===== src/verilog/clpd_pkg.sv =====
// shared constants and types of the cold load pick-up detector
package clpd_pkg;
    // ------------------------------------------------------------
    // widths
    // ------------------------------------------------------------
    localparam int CUR_W = 16;                 // magnitude in 0.01 x nominal
    localparam int TMR_W = 19;                 // timer in 5 ms ticks, up to 1800 s
    localparam int CNT_W = 32;

    // ------------------------------------------------------------
    // timing: timers count measurement ticks
    // ------------------------------------------------------------
    localparam int TICK_US      = 5000;        // measurement cadence, 5 ms
    localparam int T_SET_DEF_MS = 10000;       // arming time 10.000 s
    localparam int T_MAX_DEF_MS = 30000;       // inrush maximum 30.000 s
    localparam int T_MIN_DEF_MS = 40;          // minimum hold 0.040 s
    localparam logic [TMR_W-1:0] T_SET_DEF = TMR_W'(T_SET_DEF_MS * 1000 / TICK_US);
    localparam logic [TMR_W-1:0] T_MAX_DEF = TMR_W'(T_MAX_DEF_MS * 1000 / TICK_US);
    localparam logic [TMR_W-1:0] T_MIN_DEF = TMR_W'(T_MIN_DEF_MS * 1000 / TICK_US);
    localparam int HIST_N       = 4;           // 20 ms history = four ticks

    // ------------------------------------------------------------
    // thresholds, in 0.01 x nominal steps, and reset ratio
    // ------------------------------------------------------------
    localparam logic [CUR_W-1:0] I_LOW_DEF  = 16'h0014;   // 0.20
    localparam logic [CUR_W-1:0] I_HIGH_DEF = 16'h0078;   // 1.20
    localparam logic [CUR_W-1:0] I_OVER_DEF = 16'h00c8;   // 2.00
    localparam logic [7:0]       RR_NUM     = 8'h61;      // 97
    localparam logic [7:0]       RR_DEN     = 8'h64;      // 100

    // ------------------------------------------------------------
    // register byte offsets
    // ------------------------------------------------------------
    localparam logic [7:0] OFS_CTRL    = 8'h00;
    localparam logic [7:0] OFS_I_LOW   = 8'h04;
    localparam logic [7:0] OFS_I_HIGH  = 8'h08;
    localparam logic [7:0] OFS_I_OVER  = 8'h0c;
    localparam logic [7:0] OFS_T_SET   = 8'h10;
    localparam logic [7:0] OFS_T_MAX   = 8'h14;
    localparam logic [7:0] OFS_T_MIN   = 8'h18;
    localparam logic [7:0] OFS_STATUS  = 8'h1c;
    localparam logic [7:0] OFS_ACT_CNT = 8'h20;
    localparam logic [7:0] OFS_BLK_CNT = 8'h24;
    localparam logic [7:0] OFS_PRE_AB  = 8'h28;
    localparam logic [7:0] OFS_PRE_C   = 8'h2c;
    localparam logic [7:0] OFS_EVT_AB  = 8'h30;
    localparam logic [7:0] OFS_EVT_C   = 8'h34;
    localparam logic [7:0] OFS_EVT_TS  = 8'h38;

    // ctrl bit positions
    localparam int CTRL_FORCE_EN  = 0;
    localparam int CTRL_FORCE_BLK = 1;
    localparam int CTRL_CNT_CLR   = 2;

    // ------------------------------------------------------------
    // types
    // ------------------------------------------------------------
    typedef struct packed {
        logic [CUR_W-1:0] phase_a_rms;
        logic [CUR_W-1:0] phase_b_rms;
        logic [CUR_W-1:0] phase_c_rms;
    } clpd_phase_t;

    typedef enum logic [2:0] {
        COND_NORMAL  = 3'h0,
        COND_LOW     = 3'h1,
        COND_OVER    = 3'h2,
        COND_ACTIVE  = 3'h3,
        COND_BLOCKED = 3'h4
    } clpd_cond_t;

    typedef enum logic [1:0] {
        ST_IDLE    = 2'h0,
        ST_ARMING  = 2'h1,
        ST_ACTIVE  = 2'h2,
        ST_BLOCKED = 2'h3
    } clpd_state_t;
endpackage


===== src/verilog/clpd_detector.sv =====
// cold load pick-up detector with apb register access
//
// Function
// - pickup comparators drop out at 97 percent
// - one threshold setting shared by three phases
// - low condition needs all phases below low
// - inrush condition needs all phases above high
// - any phase overcurrent drops active at once
// - block input sampled first in each tick
// - pickup without block asserts active output
// - pickup with block asserts blocked, stops
// - block while active releases active output
// - blocked entry issues stamped event with currents
// - active only after low lasts arming time
// - inrush time limited by maximum timer
// - active held at least minimum hold time
// - maximum timer starts when current exceeds high
// - return below high ends start-up inrush
// - maximum timer expiry drops active output
// - no inrush: release after minimum hold
// - inrush during hold: max or startup end
// - zero arming time activates immediately
// - condition code normal low over active blocked
// - test forcing lets software drive block
// - resettable counts of active and blocked
// - 20 ms averaged history kept for pre-fault
//
// Design decisions made here: the placing of the registers and register access over APB.
`timescale 1ns/1ps
`default_nettype none

module clpd_detector (
    // clock, reset, enable
    input  wire  logic                     core_clk,
    input  wire  logic                     arst_n,
    input  wire  logic                     clk_en,
    // apb slave
    input  wire  logic                     psel,
    input  wire  logic                     penable,
    input  wire  logic                     pwrite,
    input  wire  logic [7:0]               paddr,
    input  wire  logic [31:0]              pwdata,
    output logic                           pready,
    output logic                           pslverr,
    output logic [31:0]                    prdata,
    // measurement front end, same clock domain
    input  wire  clpd_pkg::clpd_phase_t    meas,
    input  wire  logic                     meas_valid,
    // blocking matrix pin
    input  wire  logic                     block_in,
    // outputs
    output logic                           cold_load_active,
    output logic                           blocked,
    output logic [2:0]                     condition_code,
    output logic                           block_event
);
    import clpd_pkg::*;

    // ------------------------------------------------------------
    // helper functions
    // ------------------------------------------------------------
    // over-type comparator: picks above setting, drops below 97 %
    function automatic logic cmp_over(logic pu, logic [CUR_W-1:0] m,
                                      logic [CUR_W-1:0] s);
        logic [23:0] mm;
        logic [23:0] ss;
        mm = 24'(m) * 24'(RR_DEN);
        ss = 24'(s) * 24'(RR_NUM);
        cmp_over = pu ? (mm >= ss) : (m > s);
    endfunction

    // under-type comparator: picks below setting, drops above setting/0.97
    function automatic logic cmp_under(logic pu, logic [CUR_W-1:0] m,
                                       logic [CUR_W-1:0] s);
        logic [23:0] mm;
        logic [23:0] ss;
        mm = 24'(m) * 24'(RR_NUM);
        ss = 24'(s) * 24'(RR_DEN);
        cmp_under = pu ? (mm <= ss) : (m < s);
    endfunction

    // a timer expires on the tick its elapsed count reaches the setting
    function automatic logic reached(logic [TMR_W-1:0] cnt, logic [TMR_W-1:0] set);
        reached = (cnt >= set);
    endfunction

    // 20 ms average of four stored samples
    function automatic logic [CUR_W-1:0] avg4(logic [4*CUR_W-1:0] h);
        logic [CUR_W+1:0] s;
        s = {2'b00, h[CUR_W-1:0]} + {2'b00, h[2*CUR_W-1:CUR_W]}
          + {2'b00, h[3*CUR_W-1:2*CUR_W]} + {2'b00, h[4*CUR_W-1:3*CUR_W]};
        avg4 = s[CUR_W+1:2];
    endfunction

    // ------------------------------------------------------------
    // declarations
    // ------------------------------------------------------------
    logic [CUR_W-1:0]   i_low_q, i_high_q, i_over_q;
    logic [TMR_W-1:0]   t_set_q, t_max_q, t_min_q;
    logic               force_en_q, force_blk_q;
    logic [CNT_W-1:0]   act_cnt_q, blk_cnt_q, tick_ts_q;
    logic [2:0]         low_pu_q, high_pu_q, over_pu_q;
    logic [2:0]         low_pu_d, high_pu_d, over_pu_d;
    logic [2:0]         blk_sync_q;
    logic               blk_filt_q, blk_smp_q, blk_now;
    clpd_state_t        state_q;
    logic [TMR_W-1:0]   arm_cnt_q, max_cnt_q, min_cnt_q;
    logic               inrush_q;
    logic [4*CUR_W-1:0] hist_q [3];
    logic [CUR_W-1:0]   pre_q [3];
    logic [CUR_W-1:0]   evt_q [3];
    logic [2:0]         evt_type_q;
    logic [CNT_W-1:0]   evt_ts_q;
    logic [CUR_W-1:0]   cur [3];
    logic               low_all, high_all, over_any;
    logic               wr_en, rd_en, cnt_clr;
    logic               go_active, go_blocked, release_act;
    logic               tick;

    assign cur[0]  = meas.phase_a_rms;
    assign cur[1]  = meas.phase_b_rms;
    assign cur[2]  = meas.phase_c_rms;
    assign tick    = clk_en & meas_valid;

    // ------------------------------------------------------------
    // apb slave: zero wait state, frozen when the enable is low
    // ------------------------------------------------------------
    assign pready  = clk_en;
    assign wr_en   = clk_en & psel & penable & pwrite;
    assign rd_en   = clk_en & psel & penable & ~pwrite;
    assign cnt_clr = wr_en & (paddr == OFS_CTRL) & pwdata[CTRL_CNT_CLR];

    // unmapped offsets answer with an error
    always_comb begin
        case (paddr)
            OFS_CTRL, OFS_I_LOW, OFS_I_HIGH, OFS_I_OVER, OFS_T_SET, OFS_T_MAX,
            OFS_T_MIN, OFS_STATUS, OFS_ACT_CNT, OFS_BLK_CNT, OFS_PRE_AB,
            OFS_PRE_C, OFS_EVT_AB, OFS_EVT_C, OFS_EVT_TS: pslverr = 1'b0;
            default: pslverr = psel & penable;
        endcase
    end

    // settings written by software
    always_ff @(posedge core_clk or negedge arst_n) begin
        if (!arst_n) begin
            i_low_q     <= I_LOW_DEF;
            i_high_q    <= I_HIGH_DEF;
            i_over_q    <= I_OVER_DEF;
            t_set_q     <= T_SET_DEF;
            t_max_q     <= T_MAX_DEF;
            t_min_q     <= T_MIN_DEF;
            force_en_q  <= 1'b0;
            force_blk_q <= 1'b0;
        end else if (wr_en) begin
            case (paddr)
                OFS_CTRL: begin
                    force_en_q  <= pwdata[CTRL_FORCE_EN];
                    force_blk_q <= pwdata[CTRL_FORCE_BLK];
                end
                OFS_I_LOW:  i_low_q  <= pwdata[CUR_W-1:0];
                OFS_I_HIGH: i_high_q <= pwdata[CUR_W-1:0];
                OFS_I_OVER: i_over_q <= pwdata[CUR_W-1:0];
                OFS_T_SET:  t_set_q  <= pwdata[TMR_W-1:0];
                OFS_T_MAX:  t_max_q  <= pwdata[TMR_W-1:0];
                OFS_T_MIN:  t_min_q  <= pwdata[TMR_W-1:0];
                default: ;
            endcase
        end
    end

    // read data registered so it stands for the access phase edge
    always_ff @(posedge core_clk or negedge arst_n) begin
        if (!arst_n) begin
            prdata <= 32'h0000_0000;
        end else if (clk_en & psel & ~penable & ~pwrite) begin
            case (paddr)
                OFS_CTRL:    prdata <= {30'h0, force_blk_q, force_en_q};
                OFS_I_LOW:   prdata <= {16'h0, i_low_q};
                OFS_I_HIGH:  prdata <= {16'h0, i_high_q};
                OFS_I_OVER:  prdata <= {16'h0, i_over_q};
                OFS_T_SET:   prdata <= {13'h0, t_set_q};
                OFS_T_MAX:   prdata <= {13'h0, t_max_q};
                OFS_T_MIN:   prdata <= {13'h0, t_min_q};
                OFS_STATUS:  prdata <= {24'h0, 1'b0, condition_code, blk_smp_q,
                                        inrush_q, blocked, cold_load_active};
                OFS_ACT_CNT: prdata <= act_cnt_q;
                OFS_BLK_CNT: prdata <= blk_cnt_q;
                OFS_PRE_AB:  prdata <= {pre_q[1], pre_q[0]};
                OFS_PRE_C:   prdata <= {16'h0, pre_q[2]};
                OFS_EVT_AB:  prdata <= {evt_q[1], evt_q[0]};
                OFS_EVT_C:   prdata <= {13'h0, evt_type_q, evt_q[2]};
                OFS_EVT_TS:  prdata <= evt_ts_q;
                default:     prdata <= 32'h0000_0000;
            endcase
        end
    end

    // ------------------------------------------------------------
    // block input: three stages, change taken once the last two stages agree
    // ------------------------------------------------------------
    always_ff @(posedge core_clk or negedge arst_n) begin
        if (!arst_n) begin
            blk_sync_q <= 3'b000;
            blk_filt_q <= 1'b0;
        end else if (clk_en) begin
            blk_sync_q <= {blk_sync_q[1:0], block_in};
            if (blk_sync_q[1] == blk_sync_q[2])
                blk_filt_q <= blk_sync_q[2];
        end
    end

    // forcing mode hands the block input to software
    assign blk_now = force_en_q ? force_blk_q : blk_filt_q;

    // sampled at the tick for the status register; pick-up and timers use blk_now in that same cycle
    always_ff @(posedge core_clk or negedge arst_n) begin
        if (!arst_n)
            blk_smp_q <= 1'b0;
        else if (tick)
            blk_smp_q <= blk_now;
    end

    // ------------------------------------------------------------
    // comparators, one shared setting per threshold
    // ------------------------------------------------------------
    always_comb begin
        for (int p = 0; p < 3; p++) begin
            low_pu_d[p]  = cmp_under(low_pu_q[p], cur[p], i_low_q);
            high_pu_d[p] = cmp_over(high_pu_q[p], cur[p], i_high_q);
            over_pu_d[p] = cmp_over(over_pu_q[p], cur[p], i_over_q);
        end
    end

    assign low_all  = &low_pu_d;
    assign high_all = &high_pu_d;
    assign over_any = |over_pu_d;

    always_ff @(posedge core_clk or negedge arst_n) begin
        if (!arst_n) begin
            low_pu_q  <= 3'b000;
            high_pu_q <= 3'b000;
            over_pu_q <= 3'b000;
        end else if (tick) begin
            low_pu_q  <= low_pu_d;
            high_pu_q <= high_pu_d;
            over_pu_q <= over_pu_d;
        end
    end

    // ------------------------------------------------------------
    // sequencer
    // ------------------------------------------------------------
    // pick-up once low has lasted the arming time; zero arms at once
    assign go_active  = tick & low_all & ~blk_now & ~state_q[1]
                      & reached(arm_cnt_q + 1'b1, t_set_q);
    assign go_blocked = tick & low_all & blk_now & ~state_q[1]
                      & reached(arm_cnt_q + 1'b1, t_set_q);

    // release: overcurrent, block, max expiry, or hold over with no inrush
    always_comb begin
        release_act = 1'b0;
        if (over_any | blk_now)
            release_act = 1'b1;
        else if (high_all)
            release_act = reached(max_cnt_q + 1'b1, t_max_q);
        else
            release_act = reached(min_cnt_q + 1'b1, t_min_q);
    end

    always_ff @(posedge core_clk or negedge arst_n) begin
        if (!arst_n) begin
            state_q   <= ST_IDLE;
            arm_cnt_q <= '0;
            max_cnt_q <= '0;
            min_cnt_q <= '0;
            inrush_q  <= 1'b0;
        end else if (tick) begin
            case (state_q)
                ST_IDLE, ST_ARMING: begin
                    max_cnt_q <= '0;
                    min_cnt_q <= '0;
                    inrush_q  <= 1'b0;
                    if (!low_all) begin
                        state_q   <= ST_IDLE;
                        arm_cnt_q <= '0;
                    end else if (go_active) begin
                        state_q   <= ST_ACTIVE;
                        arm_cnt_q <= '0;
                    end else if (go_blocked) begin
                        state_q   <= ST_BLOCKED;
                        arm_cnt_q <= '0;
                    end else begin
                        state_q   <= ST_ARMING;
                        arm_cnt_q <= arm_cnt_q + 1'b1;
                    end
                end
                ST_ACTIVE: begin
                    // hold timer runs from activation, max timer only in inrush
                    min_cnt_q <= min_cnt_q + 1'b1;
                    if (high_all) begin
                        inrush_q  <= 1'b1;
                        max_cnt_q <= max_cnt_q + 1'b1;
                    end else begin
                        inrush_q  <= 1'b0;
                    end
                    if (release_act)
                        state_q <= ST_IDLE;
                end
                ST_BLOCKED: begin
                    // nothing more is done until pick-up falls away
                    if (!low_all)
                        state_q <= ST_IDLE;
                end
                default: state_q <= ST_IDLE;
            endcase
        end
    end

    // inrush keeps the hold from ending the activation early
    // (while high the max timer rules; below high the hold timer does)

    // ------------------------------------------------------------
    // outputs and condition code, all from flip-flops
    // ------------------------------------------------------------
    always_ff @(posedge core_clk or negedge arst_n) begin
        if (!arst_n) begin
            cold_load_active <= 1'b0;
            blocked          <= 1'b0;
            condition_code   <= COND_NORMAL;
        end else if (tick) begin
            cold_load_active <= (state_q == ST_ACTIVE) ? ~release_act : go_active;
            blocked          <= (state_q == ST_BLOCKED) ? low_all : go_blocked;
            if ((state_q == ST_BLOCKED) ? low_all : go_blocked)
                condition_code <= COND_BLOCKED;
            else if ((state_q == ST_ACTIVE) ? ~release_act : go_active)
                condition_code <= COND_ACTIVE;
            else if (over_any)
                condition_code <= COND_OVER;
            else if (low_all)
                condition_code <= COND_LOW;
            else
                condition_code <= COND_NORMAL;
        end
    end

    // ------------------------------------------------------------
    // blocking event: one pulse with stamp, currents and fault type
    // ------------------------------------------------------------
    always_ff @(posedge core_clk or negedge arst_n) begin
        if (!arst_n) begin
            block_event <= 1'b0;
            evt_ts_q    <= '0;
            evt_type_q  <= 3'b000;
            for (int p = 0; p < 3; p++)
                evt_q[p] <= '0;
        end else if (clk_en) begin
            block_event <= go_blocked & (state_q != ST_BLOCKED);
            if (go_blocked & (state_q != ST_BLOCKED)) begin
                evt_ts_q   <= tick_ts_q;
                evt_type_q <= over_pu_d;                     // phases above overcurrent
                for (int p = 0; p < 3; p++)
                    evt_q[p] <= cur[p];
            end
        end
    end

    // ------------------------------------------------------------
    // tick time stamp and activation counters
    // ------------------------------------------------------------
    // an event in the clearing cycle is counted, not lost
    always_ff @(posedge core_clk or negedge arst_n) begin
        if (!arst_n) begin
            tick_ts_q <= '0;
            act_cnt_q <= '0;
            blk_cnt_q <= '0;
        end else if (clk_en) begin
            if (tick)
                tick_ts_q <= tick_ts_q + 1'b1;
            if (go_active & (state_q != ST_ACTIVE))
                act_cnt_q <= cnt_clr ? CNT_W'(1) : act_cnt_q + 1'b1;
            else if (cnt_clr)
                act_cnt_q <= '0;
            if (go_blocked & (state_q != ST_BLOCKED))
                blk_cnt_q <= cnt_clr ? CNT_W'(1) : blk_cnt_q + 1'b1;
            else if (cnt_clr)
                blk_cnt_q <= '0;
        end
    end

    // ------------------------------------------------------------
    // 20 ms history; its average is latched as pre-fault on activation
    // ------------------------------------------------------------
    always_ff @(posedge core_clk or negedge arst_n) begin
        if (!arst_n) begin
            for (int p = 0; p < 3; p++) begin
                hist_q[p] <= '0;
                pre_q[p]  <= '0;
            end
        end else if (tick) begin
            for (int p = 0; p < 3; p++) begin
                hist_q[p] <= {hist_q[p][3*CUR_W-1:0], cur[p]};
                if (go_active & (state_q != ST_ACTIVE))
                    pre_q[p] <= avg4(hist_q[p]);
            end
        end
    end

endmodule // clpd_detector

`default_nettype wire


===== config.mk =====
export PLATFORM = sky130hd
export DESIGN_NAME = clpd_detector
export DESIGN_NICKNAME = d
export VERILOG_FILES = /design/src/verilog/clpd_pkg.sv /design/src/verilog/clpd_detector.sv
export SDC_FILE = /design/constraint.sdc
export NUM_CORES = 2
export LEC_CHECK = 0
export ABC_AREA = 1
export BUFFER_PORTS_ARGS = -buffer_cell sky130_fd_sc_hd__buf_4
export CAP_MARGIN = 0
export CORE_UTILIZATION = 30
export DETAILED_ROUTE_END_ITERATION = 6
export GPL_ROUTABILITY_DRIVEN = 0
export GPL_TIMING_DRIVEN = 0
export PLACE_DENSITY = 0.52
export SLEW_MARGIN = 20
export SYNTH_ARGS = -nofsm -noshare
export SYNTH_HDL_FRONTEND = slang
export SYNTH_SLANG_ARGS = --single-unit
export TNS_END_PERCENT = 50

===== constraint.sdc =====
create_clock -name core_clk -period 7.2 [get_ports core_clk]
set_input_delay 1.08 -clock core_clk [delete_from_list [all_inputs] [get_ports core_clk]]
set_output_delay 1.08 -clock core_clk [all_outputs]
set_load 0.03 [all_outputs]

Yosys cells after proc, flatten, opt, wreduce, memory -nomap -nowiden
Cells that the tools add are included.
- register bits after elaboration: 638
- input bits: 96
- output and inout bits: 40
- word-level logic and storage cells: 196
- add/sub/neg operators: 15
- $mul: 9
- magnitude comparators: 21
- equality and inequality tests: 23
- muxes and demuxes: 39
- bitwise logic cells: 24
- reductions and logical operators: 27
- operators with widths (kind ; count):
    $pmux 32 s15 ; 1
    $mux 32 ; 5
    $ge 23x23->1 ; 6
    $mul 16x7->23 const B ; 5
    $add 32x1->32 const B ; 3
    $gt 16x16->1 ; 6
    $mul 16x5->21 const B ; 4
    $mux 19 ; 4
    $pmux 19 s2 ; 2
    $le 23x23->1 ; 3
    $add 19x1->19 const B ; 3
    $ge 19x19->1 ; 3
    $eq 8x6->1 const B ; 7
    $add 17x16->18 ; 3
    $add 18x16->18 ; 3
    $add 16x16->17 ; 3
    $lt 16x16->1 ; 3
    $eq 8x5->1 const B ; 4
    $reduce_and 2->1 ; 15
    $and 1x1->1 ; 18
    $mux 1 ; 17
    $eq 8x4->1 const B ; 2
    $reduce_or 15->1 ; 1
    $mux 2 ; 7
    16 further kinds ; 30

Longest topological paths before layout
- depth in word-level cells: 12
- mapped depth: 39
- mapped depth without buffers: 39

Worst setup path after synthesis
OpenSTA, ideal clock, no wires.
- path type: input to register
- start: input port meas[19] (netlist name)
- end: register pre_q[35] (netlist name)
- setup time: 0.134 ns
- arrival time: 5.936 ns
- data required time: 7.066 ns
- slack: 1.131 ns
- cell stages on the path: 33
- path buffers: 2
- path through: ha_1 ha_1 ha_1 inv_1 fa_1 inv_1 ha_1 inv_1 nor3_1 nand2_1 o211ai_1 a21oi_1 o21bai_1 a21oi_1 o21ai_0 a21oi_1 nor2_1 nor2_1 xor2_1 inv_1 ha_1 nand3_1 nor4_1 o21a_1 a31oi_1 nand2_2 nand2_2 nor2_8 nand4_4 buf_2 buf_4 nand2_1 o21ai_0
- word-level cells in the longest chain between the ends: 10
- elaborated cells between the ends (all ways): 11
- classes of those cells: mul: 1; order compare: 2; mux: 1; bitwise: 5; reduce/logical: 2
- ends and longest elaborated chain (what ; line ; source):
    start: declaration ; clpd_detector.sv:47 ; input wire clpd_pkg::clpd_phase_t meas,
    $mul 16x7->23 ; clpd_detector.sv:77 ; mm = 24'(m) * 24'(RR_NUM);
    $le 23x23->1 ; clpd_detector.sv:79 ; cmp_under = pu ? (mm <= ss) : (m < s);
    $mux 1 * ; clpd_detector.sv:79 ;
    $reduce_and 3->1 * ; clpd_detector.sv:234 ; assign low_all = &low_pu_d;
    $and 1x1->1 * (3 in a row) ; clpd_detector.sv:254 ; assign go_active = tick & low_all & ~blk_now & ~state_q[1]
    $and 1x1->1 * ; clpd_detector.sv:255 ; & reached(arm_cnt_q + 1'b1, t_set_q);
    $and 1x1->1 * ; clpd_detector.sv:402 ; if (go_active & (state_q != ST_ACTIVE))
    $reduce_and 2->1 (no line) * ; -- ;
    end signal: indexed assignment ; clpd_detector.sv:403 ; pre_q[p] <= avg4(hist_q[p]);
    end: declaration ; clpd_detector.sv:110 ; logic [CUR_W-1:0] pre_q [3];
Mark *: on every way between the ends. The rest lies on a longest branch, timed or not.
A chain may end at the register's enable or synchronous reset.

Worst setup path in the final report
- start: input port meas[17] (netlist name)
- end: register max_cnt_q[8]
- word-level cells in the longest chain between the ends: 6
- elaborated cells between the ends (all ways): 7
- classes of those cells: mul: 1; order compare: 2; eq/ne: 1; mux: 1; reduce/logical: 2
- ends and longest elaborated chain (what ; line ; source):
    $mul 16x5->21 ; clpd_detector.sv:67 ; mm = 24'(m) * 24'(RR_DEN);
    $ge 23x23->1 ; clpd_detector.sv:69 ; cmp_over = pu ? (mm >= ss) : (m > s);
    $mux 1 * ; clpd_detector.sv:69 ;
    $reduce_and 3->1 * ; clpd_detector.sv:235 ; assign high_all = &high_pu_d;
    $ne 2x2->1 (no line) * ; -- ;
    $reduce_and 3->1 (no line) * ; -- ;
    end signal: assignment ; clpd_detector.sv:302 ; max_cnt_q <= max_cnt_q + 1'b1;
    end: declaration ; clpd_detector.sv:107 ; logic [TMR_W-1:0] arm_cnt_q, max_cnt_q, min_cnt_q;
Marks and branches as above.

==> metrics.md <==
| Metric | Value |
|---|---|
| Outcome | finished clean |
| Number of vias per cell | 5.08 |
| Clock network power share | 27.6% |
| Crit path arrival time | 7.39 ns |
| Die area | 181000 um2 |
| Die H | 425 um |
| Fraction of layout cells with a size suffix above 1 | 5.69% |
| Initial Utilization | 30.3% |
| CTS tree | built |
| Die width | 425 um |
| Initial antenna violation count | 12 |
| Site Rows | 154 |
| Synthesized flop and latch total | 637 |
| Vias in the first global route | 44900 |
| Sequential power share | 29.3% |
| Gr ovfl total | 0 |
| Switching Share | 41.2% |
| DPL Wire Length | 157000 um |
| Final Hold Viols | 0 |
| CP Max Fanout | 10 |
| Cell Area, Placed | 57800 um2 |
| Final Critical Period | 6.82 ns |
| Clk sinks | 637 |
| Crit path launch type | input port |
| Placed Instances | 9045 |
| CP Class | in2reg |
| Max Fclk | 147 MHz |
| Hold Buf Count CTS | 0 |
| Post-DRT Antenna Nets | 0 |
| Synth Warn # | 0 |
| CP endpoint kind | flop |
| DRC violation count after routing | 0 |
| Power Dens Cells | 246 nW/um2 |
| Synth Instances | 6575 |
| CTS max path bufs | 3 |
| # port buffers | 122 |
| P_leak | 30.7 nW |
| Critical Path Max Stage Delay | 0.40 ns |
| Clock Latency Late Sink | 0.70 ns |
| H-tree depth | 3 |
| Fin cells | 9204 |
| Vias | 46700 |
| Worst slew pin tran | 1.11 ns |
| Pin count of the biggest net entering global routing | 97 |
| Routed wire length per instance | 21.2 um |
| Synth Flop Type | dfrtp_1 |
| P_sw | 6.16 mW |
| Worst EP required | 7.78 ns |
| Worst-path clk slew | 0.06 ns |
| CTS buffer count | 75 |
| Nets | 7960 |
| Final Cycle Share | 94.7% |
| Hold Path Class | in2async |
| Combinational share of power | 43.1% |
| Setup Viol. Count Final | 0 |
| Count of pins over their slew limit | 0 |
| Peak supply drop | 175 uV |
| First-pass GRT wire length | 288000 um |
| IO Pins | 136 |
| Synth unique cells | 64 |
| Fin util | 34.3% |
| Drt pass-1 iters | 6 |
| GR Util All Layers | 21.3% |
| Core footprint | 177000 um2 |
| Final std cell area, no fill | 60700 um2 |
| Int Pwr | 8.79 mW |
| Post-Syn Area | 53700 um2 |
| Starting DRT DRC Count | 4149 |
| Total wire length | 195000 um |
| Asr flop ratio synth | 100% |
| Clock tree root driver cell | clkbuf_16 |
| Sequential area share after synthesis | 29.7% |
| Max Clock Skew | 0.0496 ns |
| Slew margin rel. | 24.0% |
| Post-synth EDFFs | 0 |
| Worst r2r src | i_over_q[5] |
| Area grow syn2layout | 13.0% |
| Avg Cell Area, Syn | 8.17 um2 |
| Syn_nets | 7742 |
| Max_cap viols | 0 |
| CP startpoint | meas[17] |
| Final setup TNS | 0 ns |
| CP max-delay cell | fa_1 |
synth_stat cells (39+ instances only):
cell type,n,area share (%)
nand2_1,1611,11
ha_1,885,21
inv_1,869,6.1
dfrtp_1,614,29
o21ai_0,507,4.7
a21oi_1,371,3.5
nand3_1,246,2.3
nor2_1,245,1.7
xor2_1,213,3.5
fa_1,186,6.9
nand4_1,125,1.5
clkbuf_1,121,0.85
nor3_1,85,0.79
xnor2_1,77,1.3
nor4_1,39,0.45
layer usage:
layer	vias to the layer above	wire length (um)	GRT usage [%]
met5	-	0	0
met4	0	7790	8.17
met3	323	12500	3.33
met2	1455	89300	34.5
met1	22600	85300	28.4
li1	22300	-	-
power groups by stage:
stage / Combinational, mW / Sequential (mW) / Clock, mW
after floorplan: 4.35 / 4.29 / 0
after global placement: 6.25 / 4.43 / 0
after detailed placement: 6.35 / 4.44 / 0
after CTS: 6.42 / 4.38 / 4.19
after global routing: 7.25 / 4.42 / 4.32
final: 6.44 / 4.38 / 4.13
placed cells by master (no fill, tap or decap), types with 21 or more instances in the layout:
cell,n
nand2_1,1609
ha_1,885
inv_1,863
dfrtp_1,613
o21ai_0,500
a21oi_1,371
nand3_1,245
nor2_1,243
xor2_1,207
fa_1,186
buf_4,139
clkbuf_1,139
nand4_1,125
nor3_1,81
xnor2_1,77
clkbuf_16,76
nor4_1,39
o22ai_1,35
o21ai_1,27
a211oi_1,24
dfstp_2,23
a221oi_1,21
cell families after synthesis:
group           synth area share [%]
compound gates                  11.8
xor+xnor                        4.73
fa+ha+maj                       27.5
buf+inv                         7.42
flops                           29.7
simple gates                    18.8
critical path: cells and delay by family:
kind / cells / cell delay, ns
buffers and inverters: 8 / 1.33
AND/OR/NAND/NOR: 16 / 2.03
adder cells (fa/ha/maj): 5 / 1.47
AO/OA/AOI/OAI: 6 / 1.12
XOR/XNOR: 1 / 0.33
final timing paths:
path	to	slack (ns)	depth (start not counted)
setup / recovery	max_cnt_q[8]	0.38	36
hold / removal	hist_q[85]	0.37	1
setup reg to reg	state_q[0]	0.42	37
hold reg to reg	tick_ts_q[30]	0.47	1
max in group asynchronous	i_over_q[5]	4.69	5
min in group core_clk	tick_ts_q[30]	0.47	1
final cells by class:
type	instances	area [um2]
Timing Repair Buffer	141	1220
Sequential cell	637	16000
Multi-Input combinational cell	4901	33900
Buffer	156	684
Tap cell	2340	2930
Fill cell	18500	116000
Antenna cell	9	22.5
Inverter	881	3330
Clock inverter	29	462
Clock buffer	110	2160
registers in the layout, indices dropped and copies added, names as in the netlist, 16 cells and up:
register and cells:
act_cnt_q 32, i_low_q 16, t_min_q 19, max_cnt_q 19, prdata 32, min_cnt_q 19
pre_q 48, hist_q 192, i_high_q 16, evt_q 48, i_over_q 16, t_max_q 19
blk_cnt_q 32, tick_ts_q 32, arm_cnt_q 19, t_set_q 19, evt_ts_q 32
through the flow:
step,hold slack (ns),power (mW),setup slack [ns]
floorplan,0.442,8.64,1.13
global placement,0.459,10.7,-2.74
detailed placement,0.457,10.8,-1.39
CTS,0.357,15.0,0.0646
global route,0.390,16.0,-0.00571
finish,0.365,14.9,0.385
what timing repair did:
| action | 4_1_cts | 5_1_grt |
|---|---|---|
| resized for setup | 10 | 31 |
| pin swaps | 0 | 4 |
| setup endpoints to repair | 24 | 224 |
| cloned | 0 | 0 |
| setup buffers | 3 | 8 |
No activity file was read; power rests on OpenSTA's default activity.
